==> src/verilog/mpg_defs.svh <==
// Register indices, field positions, reset values of the GPIO block
`ifndef MPG_DEFS_SVH
`define MPG_DEFS_SVH
// --------------------------------------------------
// Register indices, byte address is four times these
// --------------------------------------------------
`define MPG_IDX_DIR0 16'hff20
`define MPG_IDX_DIR1 16'hff21
`define MPG_IDX_DIR3 16'hff23
`define MPG_IDX_DIR6 16'hff26
`define MPG_IDX_DIR12 16'hff2c
`define MPG_IDX_DATA0 16'hff00
`define MPG_IDX_DATA1 16'hff01
`define MPG_IDX_DATA3 16'hff03
`define MPG_IDX_DATA6 16'hff06
`define MPG_IDX_DATA12 16'hff0c
`define MPG_IDX_PU0 16'hff30
`define MPG_IDX_PU1 16'hff31
`define MPG_IDX_PU3 16'hff33
`define MPG_IDX_PULLUP_REG_PORT_TWELVE 16'hff3c
// --------------------------------------------------
// Pin vector fields
// --------------------------------------------------
`define MPG_P0_LSB 0
`define MPG_P0_W 2
`define MPG_P1_LSB 2
`define MPG_P1_W 8
`define MPG_P3_LSB 10
`define MPG_P3_W 4
`define MPG_P6_LSB 14
`define MPG_P6_W 2
`define MPG_P12_LSB 16
`define MPG_P12_W 3
`define MPG_OD_MASK 19'h0c000
`define MPG_PU_MASK 19'h13fff
// --------------------------------------------------
// Reset values
// --------------------------------------------------
`define MPG_DIR_RST 19'h7ffff
`define MPG_LATCH_RST 19'h00000
`define MPG_PU_RST 19'h00000
`endif

==> src/verilog/mpg_pkg.sv <==
// Types shared by the GPIO block modules
`default_nettype none
package mpg_pkg;
   typedef logic [18:0] mpg_pins_t;
   typedef enum logic [1:0] {KIND_NONE, KIND_DIR, KIND_DATA, KIND_PU} mpg_kind_t;
   typedef enum logic [2:0] {PORT0, PORT1, PORT3, PORT6, PORT12} mpg_port_t;
   typedef struct packed
   {
      mpg_kind_t kind;
      mpg_port_t port;
   } mpg_dec_t;
   typedef enum logic [2:0]
   {
      ST_IDLE = 3'b001,
      ST_WR = 3'b010,
      ST_RWAIT = 3'b100
   } mpg_ahb_st_t;
endpackage
`default_nettype wire

==> src/verilog/mpg_reg_if.sv <==
// Register access channel between bus slave and register file
`default_nettype none
interface mpg_reg_if;
   logic wr;
   logic [15:0] idx;
   logic [7:0] wdata;
   logic [7:0] rdata;
   modport slave (output wr, output idx, output wdata, input rdata);
   modport regs (input wr, input idx, input wdata, output rdata);
endinterface
`default_nettype wire

==> src/verilog/mpg_pin_sync.sv <==
// Three-stage pin synchroniser with agreement filter
`default_nettype none
module mpg_pin_sync (
   // Clock and reset
   input wire logic i_clk,
   input wire logic i_resetn,
   // Pins in, settled levels out
   input wire mpg_pkg::mpg_pins_t i_d,
   output mpg_pkg::mpg_pins_t o_q
);
   import mpg_pkg::*;
   mpg_pins_t s1, s2, s3, agree;
   // Stage one feeds stage two only
   always_ff @(posedge i_clk or negedge i_resetn)
   begin
      if (!i_resetn)
      begin
         s1 <= '0;
         s2 <= '0;
         s3 <= '0;
      end
      else
      begin
         s1 <= i_d;
         s2 <= s1;
         s3 <= s2;
      end
   end
   assign agree = s2 ~^ s3;
   // Per bit: a change counts once stages two and three agree
   always_ff @(posedge i_clk or negedge i_resetn)
   begin
      if (!i_resetn)
         o_q <= '0;
      else
         o_q <= (agree & s3) | (~agree & o_q);
   end
endmodule // mpg_pin_sync
`default_nettype wire

==> src/verilog/mpg_ahb_slave.sv <==
// AHB-Lite slave front end for the GPIO registers
`default_nettype none
module mpg_ahb_slave (
   // Clock and reset
   input wire logic i_clk,
   input wire logic i_resetn,
   // AHB-Lite
   input wire logic i_hsel,
   input wire logic [31:0] i_haddr,
   input wire logic [1:0] i_htrans,
   input wire logic i_hwrite,
   input wire logic [31:0] i_hwdata,
   input wire logic i_hready,
   output logic o_hreadyout,
   output logic [31:0] o_hrdata,
   output logic o_hresp,
   // Register channel
   mpg_reg_if.slave rif
);
   import mpg_pkg::*;
   mpg_ahb_st_t state;
   logic accept;
   assign accept = i_hsel & i_htrans[1] & i_hready;
   // ------------------------------------------
   // Phase tracking
   // ------------------------------------------
   always_ff @(posedge i_clk or negedge i_resetn)
   begin
      if (!i_resetn)
         state <= ST_IDLE;
      else
         unique case (state)
            ST_IDLE, ST_WR:
               if (accept)
                  state <= i_hwrite ? ST_WR : ST_RWAIT;
               else
                  state <= ST_IDLE;
            ST_RWAIT:
               state <= ST_IDLE;
         endcase
   end
   // Addresses above the map decode to index zero, which is unmapped
   always_ff @(posedge i_clk or negedge i_resetn)
   begin
      if (!i_resetn)
         rif.idx <= 16'h0000;
      else if (accept)
         rif.idx <= (i_haddr[31:18] == 14'h0000) ? i_haddr[17:2] : 16'h0000;
   end
   // One wait state on reads so the data comes from a flop
   always_ff @(posedge i_clk or negedge i_resetn)
   begin
      if (!i_resetn)
         o_hrdata <= 32'h0000_0000;
      else if (state == ST_RWAIT)
         o_hrdata <= {24'h00_0000, rif.rdata};
   end
   assign o_hreadyout = (state != ST_RWAIT);
   assign o_hresp = 1'b0;
   assign rif.wr = (state == ST_WR);
   assign rif.wdata = i_hwdata[7:0];
endmodule // mpg_ahb_slave
`default_nettype wire

==> src/verilog/mpg_gpio_top.sv <==
// Multi-port GPIO block: registers, pin drive and pin readback
//
// Implementation choices: the address map and the AHB-Lite register port.
`include "mpg_defs.svh"
`default_nettype none
// --------------------------------------------------
// Operation
// - Port zero: two pins with output latch
// - Direction chosen per bit by direction register
// - Pull-up acts only in input mode
// - Reset puts port zero into input
// - Nineteen pins: seventeen push-pull, two open-drain
// - Port six open-drain: zero pulls low
// - Port twelve pull-up on bit zero only
// - Pull-up registers for ports 0,1,3,12 only
// - One data register per port, latch write
// - Pins shared with alternate on-chip functions
// - Port one: eight pins, full control
// - Port three: four pins, full control
// - Port twelve: three pins, latch and direction
// --------------------------------------------------
module mpg_gpio_top (
   // Clock and reset
   input wire logic i_clk,
   input wire logic i_resetn,
   // AHB-Lite slave
   input wire logic i_hsel,
   input wire logic [31:0] i_haddr,
   input wire logic [1:0] i_htrans,
   input wire logic i_hwrite,
   input wire logic [2:0] i_hsize,
   input wire logic [31:0] i_hwdata,
   input wire logic i_hready,
   output logic o_hreadyout,
   output logic [31:0] o_hrdata,
   output logic o_hresp,
   // Pads
   input wire mpg_pkg::mpg_pins_t i_pin_in,
   output mpg_pkg::mpg_pins_t o_pin_out,
   output mpg_pkg::mpg_pins_t o_pin_oe,
   output mpg_pkg::mpg_pins_t o_pullup_en,
   // Alternate functions
   input wire mpg_pkg::mpg_pins_t i_alt_en,
   input wire mpg_pkg::mpg_pins_t i_alt_out,
   output mpg_pkg::mpg_pins_t o_alt_in
);
   import mpg_pkg::*;

   mpg_pins_t dir;
   mpg_pins_t latch;
   mpg_pins_t pu;
   mpg_pins_t pin_sync;
   mpg_pins_t view;
   mpg_pins_t value;
   mpg_dec_t dec;
   logic any_dir_wr;

   mpg_reg_if rif ();

   // --------------------------------------------------
   // Field helpers
   // --------------------------------------------------
   function automatic logic [7:0] fld(input mpg_pins_t v, input mpg_port_t p);
      logic [7:0] r;
      r = 8'h00;
      unique case (p)
         PORT0: r[`MPG_P0_W-1:0] = v[`MPG_P0_LSB +: `MPG_P0_W];
         PORT1: r[`MPG_P1_W-1:0] = v[`MPG_P1_LSB +: `MPG_P1_W];
         PORT3: r[`MPG_P3_W-1:0] = v[`MPG_P3_LSB +: `MPG_P3_W];
         PORT6: r[`MPG_P6_W-1:0] = v[`MPG_P6_LSB +: `MPG_P6_W];
         PORT12: r[`MPG_P12_W-1:0] = v[`MPG_P12_LSB +: `MPG_P12_W];
      endcase
      return r;
   endfunction

   function automatic mpg_pins_t put(input mpg_pins_t v, input mpg_port_t p, input logic [7:0] d);
      mpg_pins_t r;
      r = v;
      unique case (p)
         PORT0: r[`MPG_P0_LSB +: `MPG_P0_W] = d[`MPG_P0_W-1:0];
         PORT1: r[`MPG_P1_LSB +: `MPG_P1_W] = d[`MPG_P1_W-1:0];
         PORT3: r[`MPG_P3_LSB +: `MPG_P3_W] = d[`MPG_P3_W-1:0];
         PORT6: r[`MPG_P6_LSB +: `MPG_P6_W] = d[`MPG_P6_W-1:0];
         PORT12: r[`MPG_P12_LSB +: `MPG_P12_W] = d[`MPG_P12_W-1:0];
      endcase
      return r;
   endfunction

   function automatic mpg_dec_t mk(input mpg_kind_t k, input mpg_port_t p);
      mpg_dec_t d;
      d.kind = k;
      d.port = p;
      return d;
   endfunction

   // Port six has no pull-up register, so its index is absent
   function automatic mpg_dec_t decode(input logic [15:0] idx);
      mpg_dec_t d;
      d = mk(KIND_NONE, PORT0);
      case (idx)
         `MPG_IDX_DIR0: d = mk(KIND_DIR, PORT0);
         `MPG_IDX_DIR1: d = mk(KIND_DIR, PORT1);
         `MPG_IDX_DIR3: d = mk(KIND_DIR, PORT3);
         `MPG_IDX_DIR6: d = mk(KIND_DIR, PORT6);
         `MPG_IDX_DIR12: d = mk(KIND_DIR, PORT12);
         `MPG_IDX_DATA0: d = mk(KIND_DATA, PORT0);
         `MPG_IDX_DATA1: d = mk(KIND_DATA, PORT1);
         `MPG_IDX_DATA3: d = mk(KIND_DATA, PORT3);
         `MPG_IDX_DATA6: d = mk(KIND_DATA, PORT6);
         `MPG_IDX_DATA12: d = mk(KIND_DATA, PORT12);
         `MPG_IDX_PU0: d = mk(KIND_PU, PORT0);
         `MPG_IDX_PU1: d = mk(KIND_PU, PORT1);
         `MPG_IDX_PU3: d = mk(KIND_PU, PORT3);
         `MPG_IDX_PULLUP_REG_PORT_TWELVE: d = mk(KIND_PU, PORT12);
         default: d = mk(KIND_NONE, PORT0);
      endcase
      return d;
   endfunction

   // --------------------------------------------------
   // Bus front end and pin synchroniser
   // --------------------------------------------------
   mpg_ahb_slave u_slave (
      .i_clk (i_clk),
      .i_resetn (i_resetn),
      .i_hsel (i_hsel),
      .i_haddr (i_haddr),
      .i_htrans (i_htrans),
      .i_hwrite (i_hwrite),
      .i_hwdata (i_hwdata),
      .i_hready (i_hready),
      .o_hreadyout (o_hreadyout),
      .o_hrdata (o_hrdata),
      .o_hresp (o_hresp),
      .rif (rif.slave)
   );

   // Synchronised levels also feed alternate-function inputs
   mpg_pin_sync u_sync (
      .i_clk (i_clk),
      .i_resetn (i_resetn),
      .i_d (i_pin_in),
      .o_q (pin_sync)
   );
   assign o_alt_in = pin_sync;

   assign dec = decode(rif.idx);

   // --------------------------------------------------
   // Register file
   // --------------------------------------------------
   always_ff @(posedge i_clk or negedge i_resetn)
   begin
      if (!i_resetn)
         dir <= `MPG_DIR_RST;
      else if (rif.wr && dec.kind == KIND_DIR)
         dir <= put(dir, dec.port, rif.wdata);
   end

   // Latch is written even in input mode, ready for the switch
   always_ff @(posedge i_clk or negedge i_resetn)
   begin
      if (!i_resetn)
         latch <= `MPG_LATCH_RST;
      else if (rif.wr && dec.kind == KIND_DATA)
         latch <= put(latch, dec.port, rif.wdata);
   end

   always_ff @(posedge i_clk or negedge i_resetn)
   begin
      if (!i_resetn)
         pu <= `MPG_PU_RST;
      else if (rif.wr && dec.kind == KIND_PU)
         pu <= put(pu, dec.port, rif.wdata) & `MPG_PU_MASK;
   end

   always_ff @(posedge i_clk or negedge i_resetn)
   begin
      if (!i_resetn)
         any_dir_wr <= 1'b0;
      else if (rif.wr && dec.kind == KIND_DIR)
         any_dir_wr <= 1'b1;
   end

   // Read view: settled pin for inputs, latch for outputs
   assign view = (dir & pin_sync) | (~dir & latch);

   // Unused direction bits read as one
   always_comb
   begin
      unique case (dec.kind)
         KIND_DIR: rif.rdata = fld(dir, dec.port) | ~fld(mpg_pins_t'('1), dec.port);
         KIND_DATA: rif.rdata = fld(view, dec.port);
         KIND_PU: rif.rdata = fld(pu, dec.port);
         KIND_NONE: rif.rdata = 8'h00;
      endcase
   end

   // --------------------------------------------------
   // Pin drive
   // --------------------------------------------------
   // Alternate output replaces the latch; direction still rules
   assign value = (i_alt_en & i_alt_out) | (~i_alt_en & latch);

   always_ff @(posedge i_clk or negedge i_resetn)
   begin
      if (!i_resetn)
      begin
         o_pin_out <= '0;
         o_pin_oe <= '0;
      end
      else
      begin
         o_pin_out <= value & ~`MPG_OD_MASK;
         o_pin_oe <= ~dir & (~`MPG_OD_MASK | ~value);
      end
   end

   // Pull-up disconnected whenever the pin drives
   always_ff @(posedge i_clk or negedge i_resetn)
   begin
      if (!i_resetn)
         o_pullup_en <= '0;
      else
         o_pullup_en <= pu & dir;
   end
endmodule // mpg_gpio_top
`default_nettype wire

==> config.mk <==
export PLATFORM = sky130hd
export DESIGN_NAME = mpg_gpio_top
export DESIGN_NICKNAME = d
export VERILOG_FILES = /design/src/verilog/mpg_pkg.sv /design/src/verilog/mpg_reg_if.sv /design/src/verilog/mpg_pin_sync.sv /design/src/verilog/mpg_ahb_slave.sv /design/src/verilog/mpg_gpio_top.sv
export VERILOG_INCLUDE_DIRS = /design/src /design/src/verilog
export SDC_FILE = /design/constraint.sdc
export NUM_CORES = 1
export LEC_CHECK = 0
export BUFFER_PORTS_ARGS = -buffer_cell sky130_fd_sc_hd__buf_2
export CORE_MARGIN = 4
export CORE_UTILIZATION = 46
export CTS_CLUSTER_DIAMETER = 50
export DETAILED_ROUTE_END_ITERATION = 7
export PLACE_DENSITY = 0.75
export SLEW_MARGIN = 20
export SYNTH_ARGS = -nofsm -noshare
export SYNTH_HDL_FRONTEND = slang
export SYNTH_SLANG_ARGS = --single-unit
export TNS_END_PERCENT = 50
==> constraint.sdc <==
create_clock -name i_clk -period 2.5 [get_ports i_clk]
set_input_delay 0.125 -clock i_clk [delete_from_list [all_inputs] [get_ports i_clk]]
set_output_delay 0.125 -clock i_clk [all_outputs]
set_load 0.05 [all_outputs]
# [After elaboration in Yosys (flattened, before gate mapping)]
# Cells that the tools add are included.
[word_totals] word_cells=123 out_inout_bits=110 in_bits=131 reg_bits=211
[classes] reduce_logical=24 bitwise_logic=20 mux=30 n_eq_ne=25
[op_table] cell="$eq 16x16->1 const B" n=14
[op_table] cell="$and 19x19->19" n=7
[op_table] cell="$pmux 5 s14" n=1
[op_table] cell="$not 19->19" n=3
[op_table] cell="$or 19x19->19" n=3
[op_table] cell="$pmux 8 s4" n=1
[op_table] cell="$pmux 2 s5" n=3
[op_table] cell="$reduce_and 2->1" n=14
[op_table] cell="$mux 4" n=6
[op_table] cell="$and 17x19->19" n=1
[op_table] cell="$xnor 19x19->19" n=1
[op_table] cell="$mux 16" n=1
[op_table] cell="$not 16->16" n=1
[op_table] cell="$logic_not 14->1" n=1
[op_table] cell="$eq 3x2->1 const B" n=3
[op_table] cell="$not 8->8" n=1
[op_table] cell="$or 8x8->8" n=1
[op_table] cell="$pmux 1 s2" n=4
[op_table] cell="$eq 3x1->1 const B" n=2
[op_table] cell="$eq 3x3->1 const B" n=2
[op_table] cell="$mux 1" n=6
[op_table] cell="$mux 2" n=3
[op_table] cell="$mux 3" n=2
[op_table] cell="$pmux 1 s3" n=2
[op_table] cell="11 further kinds" n=16

# [Longest topological paths before layout]
[logic_depth] word_depth=9 depth_mapped=9 mapped_depth_nobuf=7

# [By module]
# A second synthesis with hierarchy kept.
[hier_totals] cells_unflattened=609 area_unflattened_um2=8212.9
[modules_own_cells] module="mpg_gpio_top" area_per_inst_um2=4712.0 seq_area_each_um2=2626.3 cells_per_inst=379 instances=1
[modules_own_cells] module="mpg_pin_sync" area_per_inst_um2=2115.8 seq_area_each_um2=1901.8 cells_per_inst=95 instances=1
[modules_own_cells] module="mpg_ahb_slave" area_per_inst_um2=1385.1 seq_area_each_um2=676.9 cells_per_inst=135 instances=1

# [Least setup slack after synthesis]
# No wires, ideal clock.
[synth_path] kind="reg-to-reg" from="register u_slave.rif.idx[3]" to="register dir[4]" path_slack_ns=0.077 synth_period_minus_slack_ns=2.423 path_buffers=1 t_required_ns=2.418 setup_time_ns=0.082 arrival_time_ns=2.341 path_stages_with_launch=8 cell_sequence="dfrtp_1 > buf_2 > or3b_1 > or4_4 > nand2_1 > nand2_2 > nor2_2 > mux2_2"
[synth_between] elab_chain_len=5 word_cells_on_any_way=19 cone_classes="16 x eq/ne; 1 x mux; 2 x reduce/logical"
[synth_rtl] element="start, declared" line="mpg_reg_if.sv:8" rtl="modport slave (output wr, output idx, output wdata, input rdata);"
[synth_rtl] element="start signal, assigned" line="mpg_ahb_slave.sv:48" rtl="rif.idx <= (i_haddr[31:18] == 14'h0000) ? i_haddr[17:2] : 16'h0000;"
[synth_rtl] element="$eq 16x16->1" line="mpg_gpio_top.sv:100" rtl="case (idx)"
[synth_rtl] element="$pmux 5 s14 *" line="mpg_gpio_top.sv:100"
[synth_rtl] element="$eq 2x1->1" line="mpg_gpio_top.sv:156" rtl="else if (rif.wr && dec.kind == KIND_DIR)"
[synth_rtl] element="$logic_and 1x1->1"
[synth_rtl] element="$reduce_and 2->1 (no source line) *"
[synth_rtl] element="end signal, assigned" line="mpg_gpio_top.sv:155" rtl="dir <= `MPG_DIR_RST;"
[synth_rtl] element="end signal, assigned" line="mpg_gpio_top.sv:157" rtl="dir <= put(dir, dec.port, rif.wdata);"
[synth_rtl] element="end, declared" line="mpg_gpio_top.sv:49" rtl="mpg_pins_t dir;"
# Every way passes the cells marked *; elsewhere a longest branch is shown, timed or not.
# A chain may end at the register's enable or synchronous reset.

# [Worst setup path in the final report]
[layout_path] from="register u_slave.rif.idx[7]" to="register u_slave.o_hrdata[0]"
[layout_between] elab_chain_len=7 word_cells_on_any_way=30 cone_classes="21 x eq/ne; 6 x mux; 1 x bitwise; 2 x reduce/logical"
[layout_rtl] element="$eq 16x16->1" line="mpg_gpio_top.sv:100"
[layout_rtl] element="$pmux 5 s14 *" line="mpg_gpio_top.sv:100"
[layout_rtl] element="$eq 3x3->1, or another cell as far along" line="mpg_gpio_top.sv:66" rtl="unique case (p)"
[layout_rtl] element="$pmux 2 s5" line="mpg_gpio_top.sv:66"
[layout_rtl] element="$mux 2" line="mpg_gpio_top.sv:191" rtl="unique case (dec.kind)"
[layout_rtl] element="$or 8x8->8" line="mpg_gpio_top.sv:192" rtl="KIND_DIR: rif.rdata = fld(dir, dec.port) | ~fld(mpg_pins_t'('1), dec.port);"
[layout_rtl] element="$pmux 8 s4 *" line="mpg_gpio_top.sv:191"
[layout_rtl] element="end signal, assigned" line="mpg_ahb_slave.sv:56" rtl="o_hrdata <= {24'h00_0000, rif.rdata};"
[layout_rtl] element="end, declared" line="mpg_ahb_slave.sv:15" rtl="output logic [31:0] o_hrdata,"
# Every way passes the cells marked *; elsewhere a longest branch is shown, timed or not. The select of a mux whose other input is x is not followed.

==> results by group <==
CTS
  – Max Root-Sink Buffers: 3
  – H-tree Lvls: 1
  – Reg clk slew, reported paths: ~0.060 ns
  – Num Clock Sinks: 207
  – CTS buffer count: 23
  – CTS tree: built
  – Root Driver: clkbuf_16
  – Worst-skew pair later-pin latency: 0.49 ns

Timing
  – Final Max Tran Viols: 0
  – Final setup skew: 0.0102 ns
  – Final critical-path share of the clock period: 0.982
  – Fmax: 0.407 GHz
  – Setup violations, final: 0
  – Slew HR: 0.580
  – Measured slew at the worst slew-check pin: 0.630 ns
  – Final count of hold timing violations: 0
  – RSZ-0062 raised after global routing: yes
  – Min Tclk post-route: 2.45 ns

Place
  – GPL Wtd Cong: 0.908
  – Post-DP HPWL: between 10000 and 15000 um
  – Port Buf Inserts: 179

Critical path
  – WP data required: 2.85 ns
  – CP Launch Type: register
  – CP arrival: 2.80 ns
  – Worst R2R End: u_slave.o_hrdata[0]
  – CP Class: reg -> reg
  – R2r worst-path depth: 9
  – CP max FO: 7
  – Worst R2R Start: u_slave.rif.idx[7]
  – R2R Setup Slk: 0.05 ns
  – Worst Setup End Kind: register

Detailed routing
  – Drt initial violations: 242
  – Antenna viol nets, final: 0
  – Routed WL: 19600 um
  – DR WL/cell: roughly 17 um
  – Remaining DRCs: 0
  – Vias post-DR: 5747
  – Vias/cell: 5.00
  – Drt first pass iters: 5

Finish
  – Final core occ: 0.651
  – N_diodes: 0
  – Area Growth Syn to Fin: 39.3%
  – Layout cells sized above 1: 0.445
  – # nets final: between 1000 and 1500

GRT
  – Initial antenna violation count: 0
  – Pin count of the biggest net entering global routing: 84
  – Vias in the first global route: about 6100
  – First-pass GRT wire length: 31400 um
  – Total track usage: 0.197
  – Total grt overflow: 0

Floorplan
  – Core area: 0.0172 sq mm
  – Initial Utilization: 0.467
  – Die Y: 140 um
  – Width of the die: 140 um
  – Die Area: 0.0197 sq mm
  – Cell row count: 48
  – IO Count: 241

Logic synthesis
  – Synth Area per Inst: 13.8 sq um
  – Post-synth EDFFs: 0
  – Area leader, netlist: dfrtp_1
  – Seq/Total Area, Yosys: 0.646
  – Yosys reg bits: 207
  – Synth unique cells: 60
  – Mapped cell area: 0.00806 sq mm
  – Yosys warnings: 0
  – Most frequent cell after synthesis: dfrtp_1
  – Synthesized instance count: about 600
  – Largest cells by area after synthesis: dfrtp_1 58%, mux2_2 9.8%, dfstp_2 6.5%
  – Top post-synthesis cells by count: 187 x dfrtp_1, 70 x mux2_2, 33 x buf_4
  – Ys flop type: dfrtp_1
  – Ys async rst share: 1.00
  – Share of the synthesized area in the top cell type: 0.581

Flow run
  – Maxcap violations: 0

Min path
  – Worst Hold Depth: 2
  – Min-delay src: i_hwdata[2]
  – Hold crit path type: in -> reg
  – End of the worst hold path: dir[12]

Pwr
  – Power per cell area: 688 mW/mm^2
  – Total Power: around 0.0077 W
  – Worst VDD drop: 477 uV
  – Leakage power: 5.35 nW

Outcome
  – Status: complete, no violations
## final cells by class
type                    count  area, sq um
repair buffers            318         2170
well taps                 225          282
clock buffers              34          677
inverters                  21         78.8
fillers                  1275         6010
multi-input cells         337         2690
flip-flops and latches    207         5210
clock inverters             7          123
## registers in the layout, indices dropped and copies added (netlist names), named ones only
signal,flops
pu,15
u_sync.s3,19
u_sync.s1,19
u_slave.rif.idx,16
u_sync.s2,19
u_slave.state,3
o_pin_out,17
u_slave.o_hrdata,8
o_pullup_en,15
dir,19
latch,19
o_pin_oe,19
## critical path: stages, from the launching register on
cell and delay (ns):
dfrtp_1 0.44, buf_4 0.17, or2_4 0.28, or4_4 0.53, buf_6 0.14, nand4_1 0.10
a21oi_2 0.07, o311ai_1 0.28, a21boi_2 0.22, a31oi_1 0.10
## cells by family after synthesis
group,synth area share
simple gates,0.0866
mux,0.125
other cells,0.000465
flops,0.646
compound gates,0.0699
buf+inv,0.0483
fa+ha+maj,0.0236
## stage by stage
step	TNS [ns]	cells	instance area [sq um]	worst slack, ns	hold slack [ns]
after global routing	-0.814	1149	11200	-0.0575	0.0121
after detailed placement	-0.427	1020	9450	-0.0699	0.159
after CTS	0	1141	11100	0.000329	0.0188
after floorplan	0	613	8170	0.0768	-0.171
after global placement	-0.615	1020	9450	-0.109	0.155
final	0	1149	11200	0.0456	0.0343
## layout by cell type (no fill, tap or decap), types with 5 or more instances in the layout
cell type,instances
inv_1,21
nand3_1,8
nand2_2,6
dfstp_2,20
nand2_1,18
clkbuf_1,5
o21ai_0,8
a21oi_1,7
buf_2,178
nor2_1,16
buf_4,55
o221ai_1,5
dfrtp_1,184
a31oi_1,5
mux2_2,70
a22o_1,17
clkbuf_8,6
clkbuf_16,23
conb_1,31
mux2i_1,16
dlygate4sd3_1,80
maj3_1,19
and2_1,16
## what timing repair did
item,CTS,global route
buffers inserted,0,8
hold buffers,80,0
gates resized for setup,8,27
setup endpoints to repair,16,48
pin swaps,1,10
hold endpoints to repair,141,0
## routing by layer
layer  global-route usage  share of wire  up-vias
met2                0.325           0.49      206
met1                0.262           0.42     2830
met3               0.0420          0.066       50
met5                    0              0        -
met4               0.0637          0.030        0
li1                     -              -     2661
## worst max-delay path by stage
stage / start / end / slack, ns / cells past startpoint
4_1_cts: u_slave.rif.idx[7] / latch[1] / 0.0003 / 8
5_1_grt: u_slave.rif.idx[7] / u_slave.o_hrdata[0] / -0.06 / 9
6_report: u_slave.rif.idx[7] / u_slave.o_hrdata[0] / 0.05 / 9
2_1_floorplan: u_slave.rif.idx[3] / dir[4] / 0.08 / 7
3_5_place_dp: u_slave.rif.idx[4] / pu[10] / -0.07 / 8
3_3_place_gp: u_slave.rif.idx[4] / pu[13] / -0.11 / 8
## where the power goes
| part | switching (W) | internal [W] | leakage (nW) |
|---|---|---|---|
| logic | 0.000494 | 0.000241 | 2.42 |
| clock network | 0.00127 | 0.00219 | 0.389 |
| registers | 0.0000633 | 0.00347 | 2.54 |
| total | 0.00183 | 0.00590 | 5.35 |
(Power assumes the default switching activity.)
